[src/hw/ipr_defines.svh]
// register offsets, field positions and reset values of the priority bank
`ifndef IPR_DEFINES_SVH
`define IPR_DEFINES_SVH
// byte offsets of the six priority registers on the bus
`define IPR_OFF_REG_A 8'h00
`define IPR_OFF_REG_B 8'h04
`define IPR_OFF_REG_C 8'h08
`define IPR_OFF_REG_D 8'h0c
`define IPR_OFF_REG_E 8'h10
`define IPR_OFF_REG_F 8'h14
// low bit of each 3-bit field position inside a 16-bit register
`define IPR_POS_HI 12
`define IPR_POS_MH 8
`define IPR_POS_ML 4
`define IPR_POS_LO 0
// field width and reset level
`define IPR_FIELD_W 3
`define IPR_LEVEL_RST 3'h4
`define IPR_LEVEL_OFF 3'h0
// implemented-bit masks of each register
`define IPR_MASK_A 16'h7707
`define IPR_MASK_B 16'h7777
`define IPR_MASK_C 16'h7777
`define IPR_MASK_D 16'h0007
`define IPR_MASK_E 16'h0070
`define IPR_MASK_F 16'h0770
// reset value of each register
`define IPR_RST_A 16'h4404
`define IPR_RST_B 16'h4444
`define IPR_RST_C 16'h4444
`define IPR_RST_D 16'h0004
`define IPR_RST_E 16'h0040
`define IPR_RST_F 16'h0440
`endif

[src/hw/ipr_pkg.sv]
// types shared by the priority register bank
`default_nettype none
package ipr_pkg;
  // one 3-bit priority level
  typedef logic [2:0] ipr_level_type;
  // levels delivered to the arbitration logic
  typedef struct packed {
    ipr_level_type timer6_level;
    ipr_level_type dma_ch4_level;
    ipr_level_type compare8_level;
    ipr_level_type timer8_level;
    ipr_level_type i2c2_master_level;
    ipr_level_type i2c2_slave_level;
    ipr_level_type timer7_level;
    ipr_level_type can2_receive_level;
    ipr_level_type ext_irq4_level;
    ipr_level_type ext_irq3_level;
    ipr_level_type timer9_level;
    ipr_level_type can2_event_level;
    ipr_level_type dma_ch5_level;
    ipr_level_type uart2_error_level;
    ipr_level_type uart1_error_level;
  } ipr_levels_type;
  // raw requests and the gated, enabled view
  typedef logic [14:0] ipr_src_type;
  // bus slave phases
  typedef enum logic [1:0] {
    IPR_IDLE = 2'b01,
    IPR_ACK = 2'b10
  } ipr_state_type;
endpackage : ipr_pkg
`default_nettype wire

[src/hw/ipr_bank.sv]
// priority register bank for six interrupt-priority registers on wishbone
//
// Functional notes
// - three-bit fields, binary level, seven highest
// - level zero disables its source entirely
// - unimplemented bits always read zero
// - every field resets to level four
// - reg a: timer6 level at 14-12
// - reg a: dma channel 4 at 10-8
// - reg a: compare8 at 2-0, 7-3 empty
// - reg b: timer8 level at 14-12
// - reg b: i2c2 master at 10-8
// - reg b: i2c2 slave at 6-4
// - reg b: timer7 level at 2-0
// - reg c: can2 receive at 14-12
// - reg c: ext4 at 10-8, ext3 6-4
// - reg c: timer9 level at 2-0
// - reg d: can2 event at 2-0
// - reg e: dma channel 5 at 6-4
// - reg f: uart2 10-8, uart1 6-4
//
// The Wishbone interface to the registers and the register addresses were left to the implementer.
`timescale 1ns/1ps
`default_nettype none
`include "ipr_defines.svh"
module ipr_bank (
  // clock and reset
  input wire logic core_clk,
  input wire logic rstn,
  // wishbone classic slave
  input wire logic wb_cyc_i,
  input wire logic wb_stb_i,
  input wire logic wb_we_i,
  input wire logic [7:0] wb_adr_i,
  input wire logic [3:0] wb_sel_i,
  input wire logic [31:0] wb_dat_i,
  output logic [31:0] wb_dat_o,
  output logic wb_ack_o,
  output logic wb_err_o,
  // raw source requests from peripherals, same clock
  input wire ipr_pkg::ipr_src_type src_req,
  // levels and enabled requests to the arbitration logic
  output ipr_pkg::ipr_levels_type levels,
  output ipr_pkg::ipr_src_type src_pending
);
  import ipr_pkg::*;

  // register index decoded from the address
  logic [5:0] hit;
  // stored register images
  logic [15:0] reg_val [6];
  // write strobe per register
  logic [5:0] wr_en;
  // bus phase
  ipr_state_type state_r;
  ipr_state_type state_nxt;
  // registered read data and error flag
  logic [31:0] rdata_r;
  logic err_r;
  // mapped and request conditions
  logic req;
  logic mapped;

  ////////////////////////////////////////////////////////////////////////////
  // extract the field whose low bit sits at pos
  function automatic ipr_level_type fld(input logic [15:0] v, input int pos);
    fld = v[pos +: `IPR_FIELD_W];
  endfunction : fld

  // one-hot register decode; lower two address bits ignored
  function automatic logic [5:0] decode(input logic [7:0] adr);
    logic [7:0] a;
    a = {adr[7:2], 2'b00};
    decode = 6'h00;
    case (a)
      `IPR_OFF_REG_A: decode = 6'h01;
      `IPR_OFF_REG_B: decode = 6'h02;
      `IPR_OFF_REG_C: decode = 6'h04;
      `IPR_OFF_REG_D: decode = 6'h08;
      `IPR_OFF_REG_E: decode = 6'h10;
      `IPR_OFF_REG_F: decode = 6'h20;
      default: decode = 6'h00;
    endcase
  endfunction : decode

  ////////////////////////////////////////////////////////////////////////////
  // request is taken only in idle, so ack lasts exactly one cycle
  assign req = wb_cyc_i && wb_stb_i && (state_r == IPR_IDLE);
  assign hit = decode(wb_adr_i);
  assign mapped = |hit;
  // writes land at the edge that takes the request, ack comes one cycle later
  assign wr_en = (req && wb_we_i) ? hit : 6'h00;

  // six registers share one module; masks fix the field layout
  ipr_reg16 #(.MASK(`IPR_MASK_A), .RST(`IPR_RST_A)) u_reg_a (
    .core_clk(core_clk), .rstn(rstn), .wr_en(wr_en[0]),
    .wr_data(wb_dat_i[15:0]), .wr_sel(wb_sel_i[1:0]), .value(reg_val[0]));
  ipr_reg16 #(.MASK(`IPR_MASK_B), .RST(`IPR_RST_B)) u_reg_b (
    .core_clk(core_clk), .rstn(rstn), .wr_en(wr_en[1]),
    .wr_data(wb_dat_i[15:0]), .wr_sel(wb_sel_i[1:0]), .value(reg_val[1]));
  ipr_reg16 #(.MASK(`IPR_MASK_C), .RST(`IPR_RST_C)) u_reg_c (
    .core_clk(core_clk), .rstn(rstn), .wr_en(wr_en[2]),
    .wr_data(wb_dat_i[15:0]), .wr_sel(wb_sel_i[1:0]), .value(reg_val[2]));
  ipr_reg16 #(.MASK(`IPR_MASK_D), .RST(`IPR_RST_D)) u_reg_d (
    .core_clk(core_clk), .rstn(rstn), .wr_en(wr_en[3]),
    .wr_data(wb_dat_i[15:0]), .wr_sel(wb_sel_i[1:0]), .value(reg_val[3]));
  ipr_reg16 #(.MASK(`IPR_MASK_E), .RST(`IPR_RST_E)) u_reg_e (
    .core_clk(core_clk), .rstn(rstn), .wr_en(wr_en[4]),
    .wr_data(wb_dat_i[15:0]), .wr_sel(wb_sel_i[1:0]), .value(reg_val[4]));
  ipr_reg16 #(.MASK(`IPR_MASK_F), .RST(`IPR_RST_F)) u_reg_f (
    .core_clk(core_clk), .rstn(rstn), .wr_en(wr_en[5]),
    .wr_data(wb_dat_i[15:0]), .wr_sel(wb_sel_i[1:0]), .value(reg_val[5]));

  ////////////////////////////////////////////////////////////////////////////
  // bus phase: idle takes a request, ack answers it for one cycle
  always_comb begin
    state_nxt = state_r;
    case (state_r)
      IPR_IDLE: begin
        if (req) begin
          state_nxt = IPR_ACK;
        end
      end
      IPR_ACK: state_nxt = IPR_IDLE;
      default: state_nxt = IPR_IDLE;
    endcase
  end

  // phase register
  always_ff @(posedge core_clk or negedge rstn) begin
    if (!rstn) begin
      state_r <= IPR_IDLE;
    end else begin
      state_r <= state_nxt;
    end
  end

  // read data captured with the request; upper half always zero
  always_ff @(posedge core_clk or negedge rstn) begin
    if (!rstn) begin
      rdata_r <= 32'h0000_0000;
    end else if (req && !wb_we_i) begin
      rdata_r <= 32'h0000_0000;
      for (int i = 0; i < 6; i++) begin
        if (hit[i]) begin
          rdata_r <= {16'h0000, reg_val[i]};
        end
      end
    end
  end

  // unmapped addresses answer with err instead of ack
  always_ff @(posedge core_clk or negedge rstn) begin
    if (!rstn) begin
      err_r <= 1'b0;
    end else if (req) begin
      err_r <= !mapped;
    end
  end

  assign wb_ack_o = (state_r == IPR_ACK) && !err_r;
  assign wb_err_o = (state_r == IPR_ACK) && err_r;
  assign wb_dat_o = rdata_r;

  ////////////////////////////////////////////////////////////////////////////
  // field placement toward the arbitration logic
  always_comb begin
    levels.timer6_level = fld(reg_val[0], `IPR_POS_HI);
    levels.dma_ch4_level = fld(reg_val[0], `IPR_POS_MH);
    levels.compare8_level = fld(reg_val[0], `IPR_POS_LO);
    levels.timer8_level = fld(reg_val[1], `IPR_POS_HI);
    levels.i2c2_master_level = fld(reg_val[1], `IPR_POS_MH);
    levels.i2c2_slave_level = fld(reg_val[1], `IPR_POS_ML);
    levels.timer7_level = fld(reg_val[1], `IPR_POS_LO);
    levels.can2_receive_level = fld(reg_val[2], `IPR_POS_HI);
    levels.ext_irq4_level = fld(reg_val[2], `IPR_POS_MH);
    levels.ext_irq3_level = fld(reg_val[2], `IPR_POS_ML);
    levels.timer9_level = fld(reg_val[2], `IPR_POS_LO);
    levels.can2_event_level = fld(reg_val[3], `IPR_POS_LO);
    levels.dma_ch5_level = fld(reg_val[4], `IPR_POS_ML);
    levels.uart2_error_level = fld(reg_val[5], `IPR_POS_MH);
    levels.uart1_error_level = fld(reg_val[5], `IPR_POS_ML);
  end

  // a source at level zero never reaches the cpu; combinational so a
  // level change acts in the same cycle the register shows it
  always_comb begin
    for (int i = 0; i < 15; i++) begin
      src_pending[i] = src_req[i] && (levels[i*3 +: 3] != `IPR_LEVEL_OFF);
    end
  end

  ////////////////////////////////////////////////////////////////////////////
  // checks
  chk_ack_one_cycle: assert property (@(posedge core_clk) disable iff (!rstn)
    wb_ack_o |=> !wb_ack_o) else $error("ack held longer than one cycle");
  chk_write_visible: assert property (@(posedge core_clk) disable iff (!rstn)
    (req && wb_we_i && hit[0] && (wb_sel_i[1:0] == 2'b11)) |=>
      (levels.timer6_level == $past(wb_dat_i[14:12])) && wb_ack_o)
    else $error("write to reg a not visible next cycle");
  chk_disabled_src: assert property (@(posedge core_clk) disable iff (!rstn)
    (levels.can2_event_level == `IPR_LEVEL_OFF) |-> !src_pending[3])
    else $error("disabled source presented");
  chk_enabled_src: assert property (@(posedge core_clk) disable iff (!rstn)
    (src_req[10] && levels.i2c2_master_level != `IPR_LEVEL_OFF) |-> src_pending[10])
    else $error("enabled source dropped");
  chk_read_upper: assert property (@(posedge core_clk) disable iff (!rstn)
    wb_ack_o |-> (wb_dat_o[31:16] == 16'h0000)) else $error("upper read bits set");
  chk_read_reg_f: assert property (@(posedge core_clk) disable iff (!rstn)
    (req && !wb_we_i && hit[5]) |=> (wb_dat_o[15:0] ==
      {5'h00, $past(levels.uart2_error_level), 1'b0, $past(levels.uart1_error_level), 4'h0}))
    else $error("reg f read layout wrong");
  chk_read_reg_a: assert property (@(posedge core_clk) disable iff (!rstn)
    (req && !wb_we_i && hit[0]) |=> (wb_dat_o[7:3] == 5'h00) &&
      (wb_dat_o[2:0] == $past(levels.compare8_level)))
    else $error("reg a low byte layout wrong");
  chk_reset_level: assert property (@(posedge core_clk)
    $rose(rstn) |-> (levels.can2_event_level == `IPR_LEVEL_RST) &&
      (levels.dma_ch5_level == `IPR_LEVEL_RST)) else $error("reset level not four");
  chk_err_unmapped: assert property (@(posedge core_clk) disable iff (!rstn)
    (req && !mapped) |=> wb_err_o && !wb_ack_o) else $error("unmapped access acked");

  ////////////////////////////////////////////////////////////////////////////
  // read layout: the captured word must match the levels that stood when the
  // request was taken, with every unimplemented bit low
  chk_read_reg_a_hi: assert property (
    @(posedge core_clk) disable iff (!rstn)
    (req && !wb_we_i && hit[0]) |=> (wb_dat_o[15:8] ==
      {1'b0, $past(levels.timer6_level), 1'b0, $past(levels.dma_ch4_level)}))
    else $error("reg a high byte layout wrong");

  // reg b packs four fields, each with a zero gap above it
  chk_read_reg_b: assert property (
    @(posedge core_clk) disable iff (!rstn)
    (req && !wb_we_i && hit[1]) |=> (wb_dat_o[15:0] ==
      {1'b0, $past(levels.timer8_level), 1'b0, $past(levels.i2c2_master_level),
      1'b0, $past(levels.i2c2_slave_level), 1'b0, $past(levels.timer7_level)}))
    else $error("reg b read layout wrong");

  // reg c has the same four-field shape as reg b
  chk_read_reg_c: assert property (
    @(posedge core_clk) disable iff (!rstn)
    (req && !wb_we_i && hit[2]) |=> (wb_dat_o[15:0] ==
      {1'b0, $past(levels.can2_receive_level), 1'b0, $past(levels.ext_irq4_level),
      1'b0, $past(levels.ext_irq3_level), 1'b0, $past(levels.timer9_level)}))
    else $error("reg c read layout wrong");

  // reg d holds one field in its lowest bits
  chk_read_reg_d: assert property (
    @(posedge core_clk) disable iff (!rstn)
    (req && !wb_we_i && hit[3]) |=> (wb_dat_o[15:0] ==
      {13'h0000, $past(levels.can2_event_level)}))
    else $error("reg d read layout wrong");

  // reg e holds one field in the middle of its low byte
  chk_read_reg_e: assert property (
    @(posedge core_clk) disable iff (!rstn)
    (req && !wb_we_i && hit[4]) |=> (wb_dat_o[15:0] ==
      {9'h000, $past(levels.dma_ch5_level), 4'h0}))
    else $error("reg e read layout wrong");

  // an unmapped read answers with a zero word rather than stale data
  chk_read_unmapped: assert property (
    @(posedge core_clk) disable iff (!rstn)
    (req && !wb_we_i && !mapped) |=> (wb_dat_o == 32'h0000_0000))
    else $error("unmapped read not zero");

  ////////////////////////////////////////////////////////////////////////////
  // write path: a full-word write shows bit for bit in the levels one cycle
  // later; the binary value is passed on without any recoding
  chk_write_reg_c: assert property (
    @(posedge core_clk) disable iff (!rstn)
    (req && wb_we_i && hit[2] && (wb_sel_i[1:0] == 2'b11)) |=>
      (levels.can2_receive_level == $past(wb_dat_i[14:12])) &&
      (levels.ext_irq4_level == $past(wb_dat_i[10:8])) &&
      (levels.ext_irq3_level == $past(wb_dat_i[6:4])) &&
      (levels.timer9_level == $past(wb_dat_i[2:0])))
    else $error("write to reg c not visible next cycle");

  // reg d only needs its low lane
  chk_write_reg_d: assert property (
    @(posedge core_clk) disable iff (!rstn)
    (req && wb_we_i && hit[3] && wb_sel_i[0]) |=>
      (levels.can2_event_level == $past(wb_dat_i[2:0])))
    else $error("write to reg d not visible next cycle");

  // reg e only needs its low lane as well
  chk_write_reg_e: assert property (
    @(posedge core_clk) disable iff (!rstn)
    (req && wb_we_i && hit[4] && wb_sel_i[0]) |=>
      (levels.dma_ch5_level == $past(wb_dat_i[6:4])))
    else $error("write to reg e not visible next cycle");

  // reg f spreads its two fields over both lanes
  chk_write_reg_f: assert property (
    @(posedge core_clk) disable iff (!rstn)
    (req && wb_we_i && hit[5] && (wb_sel_i[1:0] == 2'b11)) |=>
      (levels.uart2_error_level == $past(wb_dat_i[10:8])) &&
      (levels.uart1_error_level == $past(wb_dat_i[6:4])))
    else $error("write to reg f not visible next cycle");

  // a write on the low lane alone leaves the upper fields of reg b alone
  chk_lane_keep: assert property (
    @(posedge core_clk) disable iff (!rstn)
    (req && wb_we_i && hit[1] && (wb_sel_i[1:0] == 2'b01)) |=>
      $stable(levels.timer8_level) && $stable(levels.i2c2_master_level))
    else $error("low lane write disturbed upper fields");

  // a read must never disturb a stored level
  chk_read_no_write: assert property (
    @(posedge core_clk) disable iff (!rstn)
    (req && !wb_we_i) |=> $stable(levels))
    else $error("read changed a level");

  // a write to a hole in the map is dropped whole
  chk_err_no_write: assert property (
    @(posedge core_clk) disable iff (!rstn)
    (req && !mapped) |=> $stable(levels))
    else $error("unmapped write changed a level");

  ////////////////////////////////////////////////////////////////////////////
  // handshake: one answer per taken request, none without one, and the read
  // word holds between reads so a slow master still sees it
  chk_answer_follows: assert property (
    @(posedge core_clk) disable iff (!rstn)
    req |=> (wb_ack_o || wb_err_o))
    else $error("taken request not answered");

  // no answer in a cycle that did not follow a taken request
  chk_no_stray_answer: assert property (
    @(posedge core_clk) disable iff (!rstn)
    !$past(req) |-> (!wb_ack_o && !wb_err_o))
    else $error("answer without a request");

  // read data only moves at the edge that takes a read
  chk_dat_hold: assert property (
    @(posedge core_clk) disable iff (!rstn)
    !($past(req) && !$past(wb_we_i)) |-> $stable(wb_dat_o))
    else $error("read data moved without a read");

  ////////////////////////////////////////////////////////////////////////////
  // gating: nothing is presented that its peripheral has not raised
  chk_pending_needs_req: assert property (
    @(posedge core_clk) disable iff (!rstn)
    (src_pending & ~src_req) == 15'h0000)
    else $error("pending without a request");

  // every field of every register comes out of reset at level four
  chk_reset_all: assert property (
    @(posedge core_clk)
    $rose(rstn) |-> (levels == {15{`IPR_LEVEL_RST}}))
    else $error("some level not four after reset");

  // while reset is held the bus stays quiet; the first edge of a reset is
  // skipped since the flops may not have seen it yet
  chk_reset_quiet: assert property (
    @(posedge core_clk)
    (!rstn && !$past(rstn)) |->
      (!wb_ack_o && !wb_err_o && (wb_dat_o == 32'h0000_0000)))
    else $error("bus active during reset");
endmodule : ipr_bank
`default_nettype wire

[src/hw/ipr_reg16.sv]
// one 16-bit priority register with a fixed implemented-bit mask
`timescale 1ns/1ps
`default_nettype none
module ipr_reg16 #(
  parameter logic [15:0] MASK = 16'h0000,
  parameter logic [15:0] RST = 16'h0000
) (
  // clock and reset
  input wire logic core_clk,
  input wire logic rstn,
  // write port
  input wire logic wr_en,
  input wire logic [15:0] wr_data,
  input wire logic [1:0] wr_sel,
  // stored value, unimplemented bits zero
  output logic [15:0] value
);
  logic [15:0] value_r;
  logic [15:0] value_nxt;

  ////////////////////////////////////////////////////////////////////////////
  // byte lanes merge; masking here keeps unimplemented flops constant zero
  always_comb begin
    value_nxt = value_r;
    if (wr_sel[0]) begin
      value_nxt[7:0] = wr_data[7:0];
    end
    if (wr_sel[1]) begin
      value_nxt[15:8] = wr_data[15:8];
    end
    value_nxt = value_nxt & MASK;
  end

  // storage, reset to level four in every field
  always_ff @(posedge core_clk or negedge rstn) begin
    if (!rstn) begin
      value_r <= RST;
    end else if (wr_en) begin
      value_r <= value_nxt;
    end
  end

  assign value = value_r & MASK;

  // unimplemented bits can never appear
  chk_unimpl_zero: assert property (@(posedge core_clk) disable iff (!rstn)
    (value & ~MASK) == 16'h0000) else $error("unimplemented bits set");
endmodule : ipr_reg16
`default_nettype wire

[config.mk]
export PLATFORM = sky130hd
export DESIGN_NAME = ipr_bank
export DESIGN_NICKNAME = d
export VERILOG_FILES = /design/src/hw/ipr_pkg.sv /design/src/hw/ipr_bank.sv /design/src/hw/ipr_reg16.sv
export VERILOG_INCLUDE_DIRS = /design/src /design/src/hw
export SDC_FILE = /design/constraint.sdc
export NUM_CORES = 1
export LEC_CHECK = 0
export BUFFER_PORTS_ARGS = -buffer_cell sky130_fd_sc_hd__buf_4
export CORE_ASPECT_RATIO = 0.8
export CORE_MARGIN = 8
export CORE_UTILIZATION = 46
export CTS_BUF_LIST = sky130_fd_sc_hd__clkbuf_4
export CTS_CLUSTER_SIZE = 16
export DETAILED_ROUTE_END_ITERATION = 6
export PLACE_DENSITY = 0.78
export SLEW_MARGIN = 20
export SYNTH_ARGS = -nofsm -noshare
export SYNTH_HDL_FRONTEND = slang
export SYNTH_HIERARCHICAL = 1
export SYNTH_SLANG_ARGS = --single-unit
[constraint.sdc]
create_clock -name core_clk -period 4.2 [get_ports core_clk]
set_input_delay 0.63 -clock core_clk [delete_from_list [all_inputs] [get_ports core_clk]]
set_output_delay 0.63 -clock core_clk [all_outputs]
set_load 0.03 [all_outputs]
---- Word level (Yosys, flattened, before mapping) ----
Index checks and enable logic that the tools add are counted.
operators by class
  reduce and logical (&&, ||, !) cells .... 51
  equal/unequal tests ..................... 8
  muxes and demuxes ....................... 10
operator list
  operator                                                               count
  32-bit two-way mux                                                     5
  3-bit nonzero test                                                     15
  6-bit case mux with 6 select lines                                     1
  1-bit logical AND                                                      21
  2-bit AND reduction                                                    10
  15-bit two-way mux                                                     1
  6-bit by 2-bit equality test with 1-bit output, second input constant  2
  6-bit by 3-bit equality test with 1-bit output, second input constant  2
  6-bit by 1-bit equality test with 1-bit output, second input constant  1
  6-bit zero test                                                        1
  6-bit two-way mux                                                      1
  6-bit OR reduction                                                     1
  2-bit two-way mux                                                      2
  1-bit zero test                                                        3
  2-bit by 1-bit equality test with 1-bit output, second input constant  1
  2-bit equality test, second input constant                             1
  2-bit != test, second input constant                                   1
storage, ports and cells
  input port bits ......................... 64
  register bits after elaboration ......... 80
  output and inout port bits .............. 94
  logic and storage cells ................. 82

---- Logic depth before layout (Yosys ltp) ----
Gate-level depths: netlist (run 1).
  depth in word-level cells ............... 8
  depth in mapped cells ................... 7
  depth with buffers taken out ............ 6

---- Hierarchy ----
Netlist (run 1), hierarchy kept.
modules (own cells, without submodules)
  module                    seq. area each (sq um)  cells an instance  area an instance (sq um)  times used
  ipr_bank                  476.7                   168                1804.2                    1
  ipr_reg16 at u_reg_b ...  305.3                   31                 481.7                     2
  ipr_reg16 at u_reg_d ...  76.3                    21                 229.0                     2
  ipr_reg16 at u_reg_a      229.0                   28                 437.9                     1
  ipr_reg16 at u_reg_f      152.6                   25                 306.5                     1

---- Worst setup path after synthesis (run 1) ----
OpenSTA, ideal clock, no wires.
  path type ............................... input port to flip-flop
  from .................................... input wb_adr_i[5]
  to ...................................... register u_reg_a.value_r[12]
  cell stages on the path ................. 5
  data required time ...................... 4075 ps
  path buffers ............................ 0
  setup time .............................. 125 ps
  arrival time ............................ 2023 ps
  setup slack ............................. 2052 ps
  path through ............................ nor3_2 > or2b_1 > nor4_1 > nand2_4 > mux2_4
on the way
  cells in the longest elaborated chain, start to end .. 4
  elaborated cells between the ends (all ways) .. 9
  those cells by class .................... eq/ne (5); mux (2); reduce/logical (2)
RTL lines
  what                                                                          RTL line         source
  from (decl)                                                                   ipr_bank.sv:34   input wire logic [7:0] wb_adr_i,
  6-bit by 3-bit equality test with 1-bit output, or another cell as far along  ipr_bank.sv:75   case (a)
  6-bit case mux with 6 select lines (*)                                        ipr_bank.sv:75
  6-bit two-way mux (*)                                                         ipr_bank.sv:92   assign wr_en = (req && wb_we_i) ? hit : 6'h00;
  net wr_en[0]                                                                  ipr_bank.sv:53   logic [5:0] wr_en;
  2-bit AND reduction (no line) (*)                                             -
  to (signal assigned)                                                          ipr_reg16.sv:39  value_r <= value_nxt;
  to (decl)                                                                     ipr_reg16.sv:18  logic [15:0] value_r;
Mark *: on every way through the listed nets, which the timed path passes. The rest lies on a longest branch.
A chain may end at the register's enable or synchronous reset.

---- Worst setup path after layout (run 1) ----
  from .................................... register state_r[0]
  to ...................................... register u_reg_a.value_r[9]
on the way
  cells in the longest elaborated chain, start to end .. 5
RTL lines
  what                                            RTL line         source
  from (decl)                                     ipr_bank.sv:55   ipr_state_type state_r;
  from (signal assigned)                          ipr_bank.sv:134  state_r <= state_nxt;
  2-bit by 1-bit equality test with 1-bit output  ipr_bank.sv:88   assign req = wb_cyc_i && wb_stb_i && (state_r == IPR_IDLE);
  1-bit logical AND                               ipr_bank.sv:88
  1-bit logical AND                               ipr_bank.sv:92
  6-bit two-way mux                               ipr_bank.sv:92
  net wr_en[0]                                    ipr_bank.sv:53
  2-bit AND reduction (no line)                   -
The timed path passes the listed nets, and every way through them passes these cells.

==> metrics.md, run 1 <==
| Metric | Value |
|---|---|
| Area growth from synthesis to layout | 20.4% |
| CORE AREA | ~8400 µm² |
| Peak supply drop | 0.193 mV |
| Synth Cell Area | 3970 µm² |
| Cells after DPL | between 500 and 600 |
| Initial Util | 0.470 |
| Vias/cell | slightly below 5 |
| H-tree Lvls | 3 |
| Synth top area share | 0.303 |
| Max Clk Rate | 431 MHz |
| Reg2reg setup slack | roughly 1.9 ns |
| Hpwl dp | approximately 7300 µm |
| Largest net degree at the start of global routing | 65 |
| Worst Clk Skew | ~0.013 ns |
| Die H | around 100 µm |
| Cells on worst reg2reg path | 5 |
| Leakage | approximately 2.4 nW |
| Largest family of logic cells by synthesized area | multiplexers |
| GPL Wtd Cong | 0.766 |
| Max FO, Critical Path | 6 |
| Relative slew margins | 0.351 |
| First-pass GRT wire length | 15400 µm |
| CTS tree | built |
| Synth Area in Simple Gates | 0.0744 |
| Io pins | ~160 |
| Crit path kind | reg2reg |
| PortBufs | ~120 |
| GRT met1 Usage | 0.210 |
| GRT overflow | 0 |
| First-iteration detailed-routing DRC count | just over 70 |
| Ant diodes | 0 |
| CTS Buffer Depth | 2 |
| Number of synthesized flops with an enable pin | 0 |
| Mux cell area share after synthesis | 0.269 |
| Clk pin slew, worst setup/hold paths | between 0.1 and 0.15 ns |
| Clk Latency, worst-skew pair | roughly 0.40 ns |
| Final Non-Filler Cells | 551 |
| Final setup vio count | 0 |
| Worst R2R End | u_reg_a/value_r[9] |
| Synth Area in Compound Gates | 0.0892 |
| WHS | ~0.29 ns |
| Worst-margin pin slew | between 0.9 and 1 ns |
| Most common cell in the synthesized netlist | buf_4 |
| Outcome | complete, no violations |
| Reg-to-reg startpoint | state_r[0] |
| Post-synthesis register bit count | 64 |
| Drt pass-1 iters | 4 |
| Die Area | between 10000 and 15000 µm² |
| Ys Warns | 6 |
| Most common library cells after synthesis | 71 x buf_4, 48 x dfrtp_1, 43 x mux2_2, 19 x nor2_1 |
| Global route hottest layer | met2 |
| Routed vias | roughly 2700 |
| Syn Inst Count | about 330 |
| Crit. End Element | register |
| Tmin final | between 2 and 2.5 ns |
| Final nets | between 400 and 500 |
| CP Launch Type | register |
| Setup tns final | 0 ns |
| Vias in the first global route | 2938 |
| Mapped Avg Cell Area | around 12 µm² |
| GR Layer Usage met3 | 0.0589 |
| Post-synthesis adder-cell area fraction | 0 |
| Initial antenna violation count | 0 |
| Ys async rst share | 1.00 |
| Synth cell types | 34 |
| Fin. max-slew vios | 0 |
| DRT antenna net count | 0 |
| Power Density | approximately 320 nW/µm² |
| Ys flop type | dfrtp_1 |
| RSZ-0062 raised after global routing | no |
| Final wirelength | between 9000 and 10000 µm |
| Total Routing Usage GR | 0.163 |
| Largest cells by area after synthesis | dfrtp_1 30%, buf_4 13%, mux2_2 12% |
| Sequential-to-total area share from yosys stat | 0.408 |
| Cts hold-fix bufs | 0 |
| Worst setup startpoint | state_r[0] |
| Post-CTS Setup Inserts | 0 |
| Share of layout cells above drive strength 1 | 0.526 |
| Final Hold Viols | 0 |
| HP Class | in2async |
| Inserted Clock Buffers | 9 |
| Top cell type by total area after synthesis | dfrtp_1 |
| Req. time, crit path | 4.49 ns |
| Met2 usage | 0.259 |
| Drt drc | 0 |
| Crit share post-route | 0.553 |
| Die X | about 120 µm |
| CTS resizes | 0 |
| CTS Sinks | 64 |
| Xor/xnor cell area share of the yosys netlist | 0 |
| Max-cap violations | 0 |
| Clock Tree Root | clkbuf_4 |
| Critical Path AT | roughly 2.6 ns |
| Wire per inst | between 15 and 20 µm |
| # rows | 30 |
[layout make-up]
cell class              count  area [µm²]
repair buffers            117         878
inverters                   1        3.75
clock inverters             4        68.8
multi-input cells         241        1980
fillers                   726        3660
flip-flops and latches     64        1620
well taps                 112         140
clock buffers              12        90.1
[flip-flops by register name, indices dropped and copies added (netlist names)]
signal and count:
err_r 1, state_r 2, u_reg_a/value_r 9, u_reg_b/value_r 12, u_reg_c/value_r 12, u_reg_d/value_r 3, u_reg_e/value_r 3, u_reg_f/value_r 6
wb_dat_o 16
[worst max path at each step]
| stage | end | slack (ns) | cells after the start |
|---|---|---|---|
| 2_1_floorplan | u_reg_a/value_r[12] | 2.05 | 5 |
| 3_3_place_gp | u_reg_f/value_r[5] | 1.68 | 7 |
| 3_5_place_dp | u_reg_a/value_r[9] | 1.67 | 6 |
| 4_1_cts | u_reg_a/value_r[9] | 1.85 | 5 |
| 5_1_grt | u_reg_a/value_r[8] | 1.74 | 5 |
| 6_report | u_reg_a/value_r[9] | 1.88 | 5 |
[layer usage]
layer / up-vias / wire, µm
li1: 1263 / -
met1: 1331 / 4370
met2: 90 / 4550
met3: 6 / 587
met4: 0 / 53
met5: - / 0
[cells in the final DEF (no fill, tap or decap), types with 2 or more instances in the layout]
cell type	instances
a21oi_1	13
a22oi_1	13
and3b_1	3
buf_4	117
bufinv_16	2
clkbuf_4	12
conb_1	67
dfrtp_1	48
dfstp_2	16
mux2_2	43
mux2_4	15
mux4_2	16
nand2_1	11
nand2_2	3
nand2_4	2
nand2b_1	4
nor2_1	18
o211ai_1	3
o311a_1	3
o31a_1	15
[report_power, final]
part           leakage [nW]  internal [mW]  switching [mW]
clock                0.0890          0.259           0.216
combinational          1.50          0.148           0.226
sequential            0.797          0.666          0.0315
[kinds of logic (layout without fill, tap and decap cells)]
| family | Yosys count | in the layout |
|---|---|---|
| AO/OA/AOI/OAI | 48 | 48 |
| buffers and inverters | 80 | 134 |
| flip-flops | 64 | 64 |
| multiplexers | 74 | 74 |
| other | 7 | 67 |
| AND/OR/NAND/NOR | 52 | 52 |
[per-stage QoR]
step / total power, mW / utilization / worst slack [ns] / cell area (µm²)
5_1_grt: 1.63 / 0.566 / 1.74 / 4780
6_report: 1.55 / 0.566 / 1.88 / 4780
3_3_place_gp: 1.08 / 0.547 / 1.68 / 4620
2_1_floorplan: 0.976 / - / 2.05 / 4200
4_1_cts: 1.57 / 0.565 / 1.85 / 4780
3_5_place_dp: 1.09 / 0.547 / 1.67 / 4620
[worst max-delay path: stages, from the launching register on]
cell and delay (ns):
dfstp_2 0.55, and4b_1 0.28, nand2_1 0.19, nor4_1 0.62, nand2_4 0.22, mux2_4 0.35
(Power assumes the default switching activity.)
==> inputs of run 2 (changes only) <==
- clock period: 4.2 -> 2.3 ns (I/O delays scaled with it)
==> run 2 against run 1 <==
Clock skew grew 0.0030 ns. Power is 69% higher. Fmax is 9.2% higher.
==> metrics.md, run 2 (same netlist as run 1, synthesis figures left out) <==
| Metric | Value |
|---|---|
| Outcome | complete, no violations |
| Most frequent cells in the layout | 125 x buf_4, 67 x conb_1, 48 x dfrtp_1, 43 x mux2_2, 18 x nor2_1 |
| Reg2reg setup slack | 0.17 ns (-1.70 ns) |
| Finished Core Util | 0.567 (+0.000889) |
| CP Launch Type | register |
| Filler cell count | 752 (+3.6%) |
| Drt pass-1 iters | 4 (unchanged) |
| Critical-path top delay cell | dfstp_2 |
| Peak supply drop | 0.407 mV (+110%) |
| Max FO, Critical Path | 6 (unchanged) |
| HP Class | in2async |
| Leakage | 2.40 nW (+0.66%) |
| Max Clk Rate | 470 MHz (+9.2%) |
| Crit share post-route | 0.925 (+0.372) |
| Die X | 120 µm (unchanged) |
| Initial antenna violation count | 0 (unchanged) |
| Clk pin slew, worst setup/hold paths | 0.11 ns (about the same) |
| Clock Tree Root | clkbuf_4 |
| # rows | 30 (unchanged) |
| CTS resizes | 0 (unchanged) |
| Critical Path End | u_reg_b/value_r[9] |
| Drt drc | 0 (unchanged) |
| Critical Path AT | 2.41 ns (-0.20 ns) |
| DRT antenna net count | 0 (unchanged) |
| Final setup vio count | 0 (unchanged) |
| Share of layout cells above drive strength 1 | 0.535 (+0.00848) |
| Worst setup startpoint | state_r[0] |
| Initial Util | 0.470 (unchanged) |
| Max-cap violations | 0 (unchanged) |
| Final Hold Viols | 0 (unchanged) |
| Max reg flops | 16 (unchanged) |
| Tmin final | 2.13 ns (-0.195 ns) |
| FF+latch area | 1620 µm² (unchanged) |
| Final wirelength | 9760 µm (+2.1%) |
| Area growth from synthesis to layout | 20.6% |
| PortBufs | 117 (unchanged) |
| Relative slew margins | 0.464 (+0.113) |
| Fin. max-slew vios | 0 (unchanged) |
| Req. time, crit path | 2.58 ns (-1.91 ns) |
| Fin area | 4790 µm² (+0.16%) |
| Routed vias | 2760 (+2.6%) |
| Largest net degree at the start of global routing | 65 (unchanged) |
| Die Area | 11900 µm² (unchanged) |
| Vias/cell | 4.94 (+1.1%) |
| Worst R2R End | u_reg_b/value_r[9] |
| Post-CTS Setup Inserts | 0 (unchanged) |
| Cts hold-fix bufs | 0 (unchanged) |
| H-tree Lvls | 3 (unchanged) |
| Reg-to-reg startpoint | state_r[0] |
| Cells on worst reg2reg path | 7 (+2) |
| CTS tree | built |
| Multi-input logic area | 1970 µm² (-0.25%) |
| RSZ-0062 raised after global routing | no |
| Worst path depth | 7 (+2) |
| Io pins | 158 (unchanged) |
| GPL Wtd Cong | 0.775 (+1.2%) |
| Total Routing Usage GR | 0.165 (+0.00199) |
| CTS Buffer Depth | 2 (unchanged) |
| Final nets | 506 (+1.6%) |
| Wire per inst | 17.5 µm (+0.63%) |
| Die H | 99.1 µm (unchanged) |
| Pwr Total | 2.62 mW (+69%) |
| Area after DPL | 4680 µm² (+1.3%) |
| Clk Latency, worst-skew pair | 0.40 ns (about the same) |
| First-iteration detailed-routing DRC count | 154 (+120%) |
| Setup tns final | 0 ns (unchanged) |
| Power Density | 547 nW/µm² (+69%) |
| Commonest non-fill, non-tap cell in the layout | buf_4 |
| CORE AREA | 8450 µm² (unchanged) |
| CP bufs+invs | 1 (+1) |
| Ant diodes | 0 (unchanged) |
| Crit. End Element | register |
| Hpwl dp | 7540 µm (+3.3%) |
| Worst stage delay on the critical path | 0.55 ns (-0.07 ns) |
| Crit path kind | reg2reg |
| CTS Sinks | 64 (unchanged) |
| CP dominant cell by count | nand2_1 |
| Vias in the first global route | 3064 (+4.3%) |
| Crit-path leading delay family | simple AND/OR/NAND/NOR gates |
| Critical Path, Cell by Cell | and4b_1, nand2_1, buf_4, nor2_1, and3b_1, nand2_1, mux2_2 |
| Inserted Clock Buffers | 9 (unchanged) |
| Worst-margin pin slew | 0.804 ns (-0.162 ns) |
| Worst Clk Skew | 0.0157 ns (+0.00298 ns) |
| First-pass GRT wire length | 15600 µm (+1.1%) |
| GRT overflow | 0 (unchanged) |
==> run 2: final cells by class <==
type / instances / share of cell area
inverter: 1 / 0.000784
clock buffer: 12 / 0.0188
multi-input combinational: 241 / 0.412
timing repair buffer: 125 / 0.196
clock inverter: 4 / 0.00444
tap: 112 / 0.0293
sequential: 64 / 0.339
==> run 2: through the flow <==
step                worst slack, ns  hold WS [ns]  instances
finish                        0.173        0.0128        559
global route                 0.0337        0.0597        559
CTS                           0.166        0.0298        559
detailed placement            0.190         0.488        543
global placement              0.223         0.478        543
floorplan                     0.275        0.0494        385
==> run 2: worst min-delay path by stage <==
stage	start	endpoint	slack (ns)	cells after the start
floorplan	rstn	err_r	0.05	0
CTS	rstn	u_reg_c/value_r[13]	0.03	1
global route	rstn	u_reg_b/value_r[13]	0.06	1
detailed placement	rstn	u_reg_c/value_r[13]	0.49	1
global placement	rstn	u_reg_c/value_r[13]	0.48	1
finish	rstn	u_reg_c/value_r[13]	0.01	1
==> run 2: power breakdown <==
group	internal (mW)	leakage [nW]	switching, mW	total [mW]
Clock	0.252	0.0647	0.402	0.655
Sequential	1.22	0.797	0.0597	1.28
Combinational	0.275	1.54	0.414	0.689
Total	1.74	2.40	0.876	2.62
==> run 2: routing by layer <==
metal	GRT usage	wire length, µm
met3	0.0498	610
met4	0.0402	55
met5	0	0
met2	0.281	4750
met1	0.200	4340
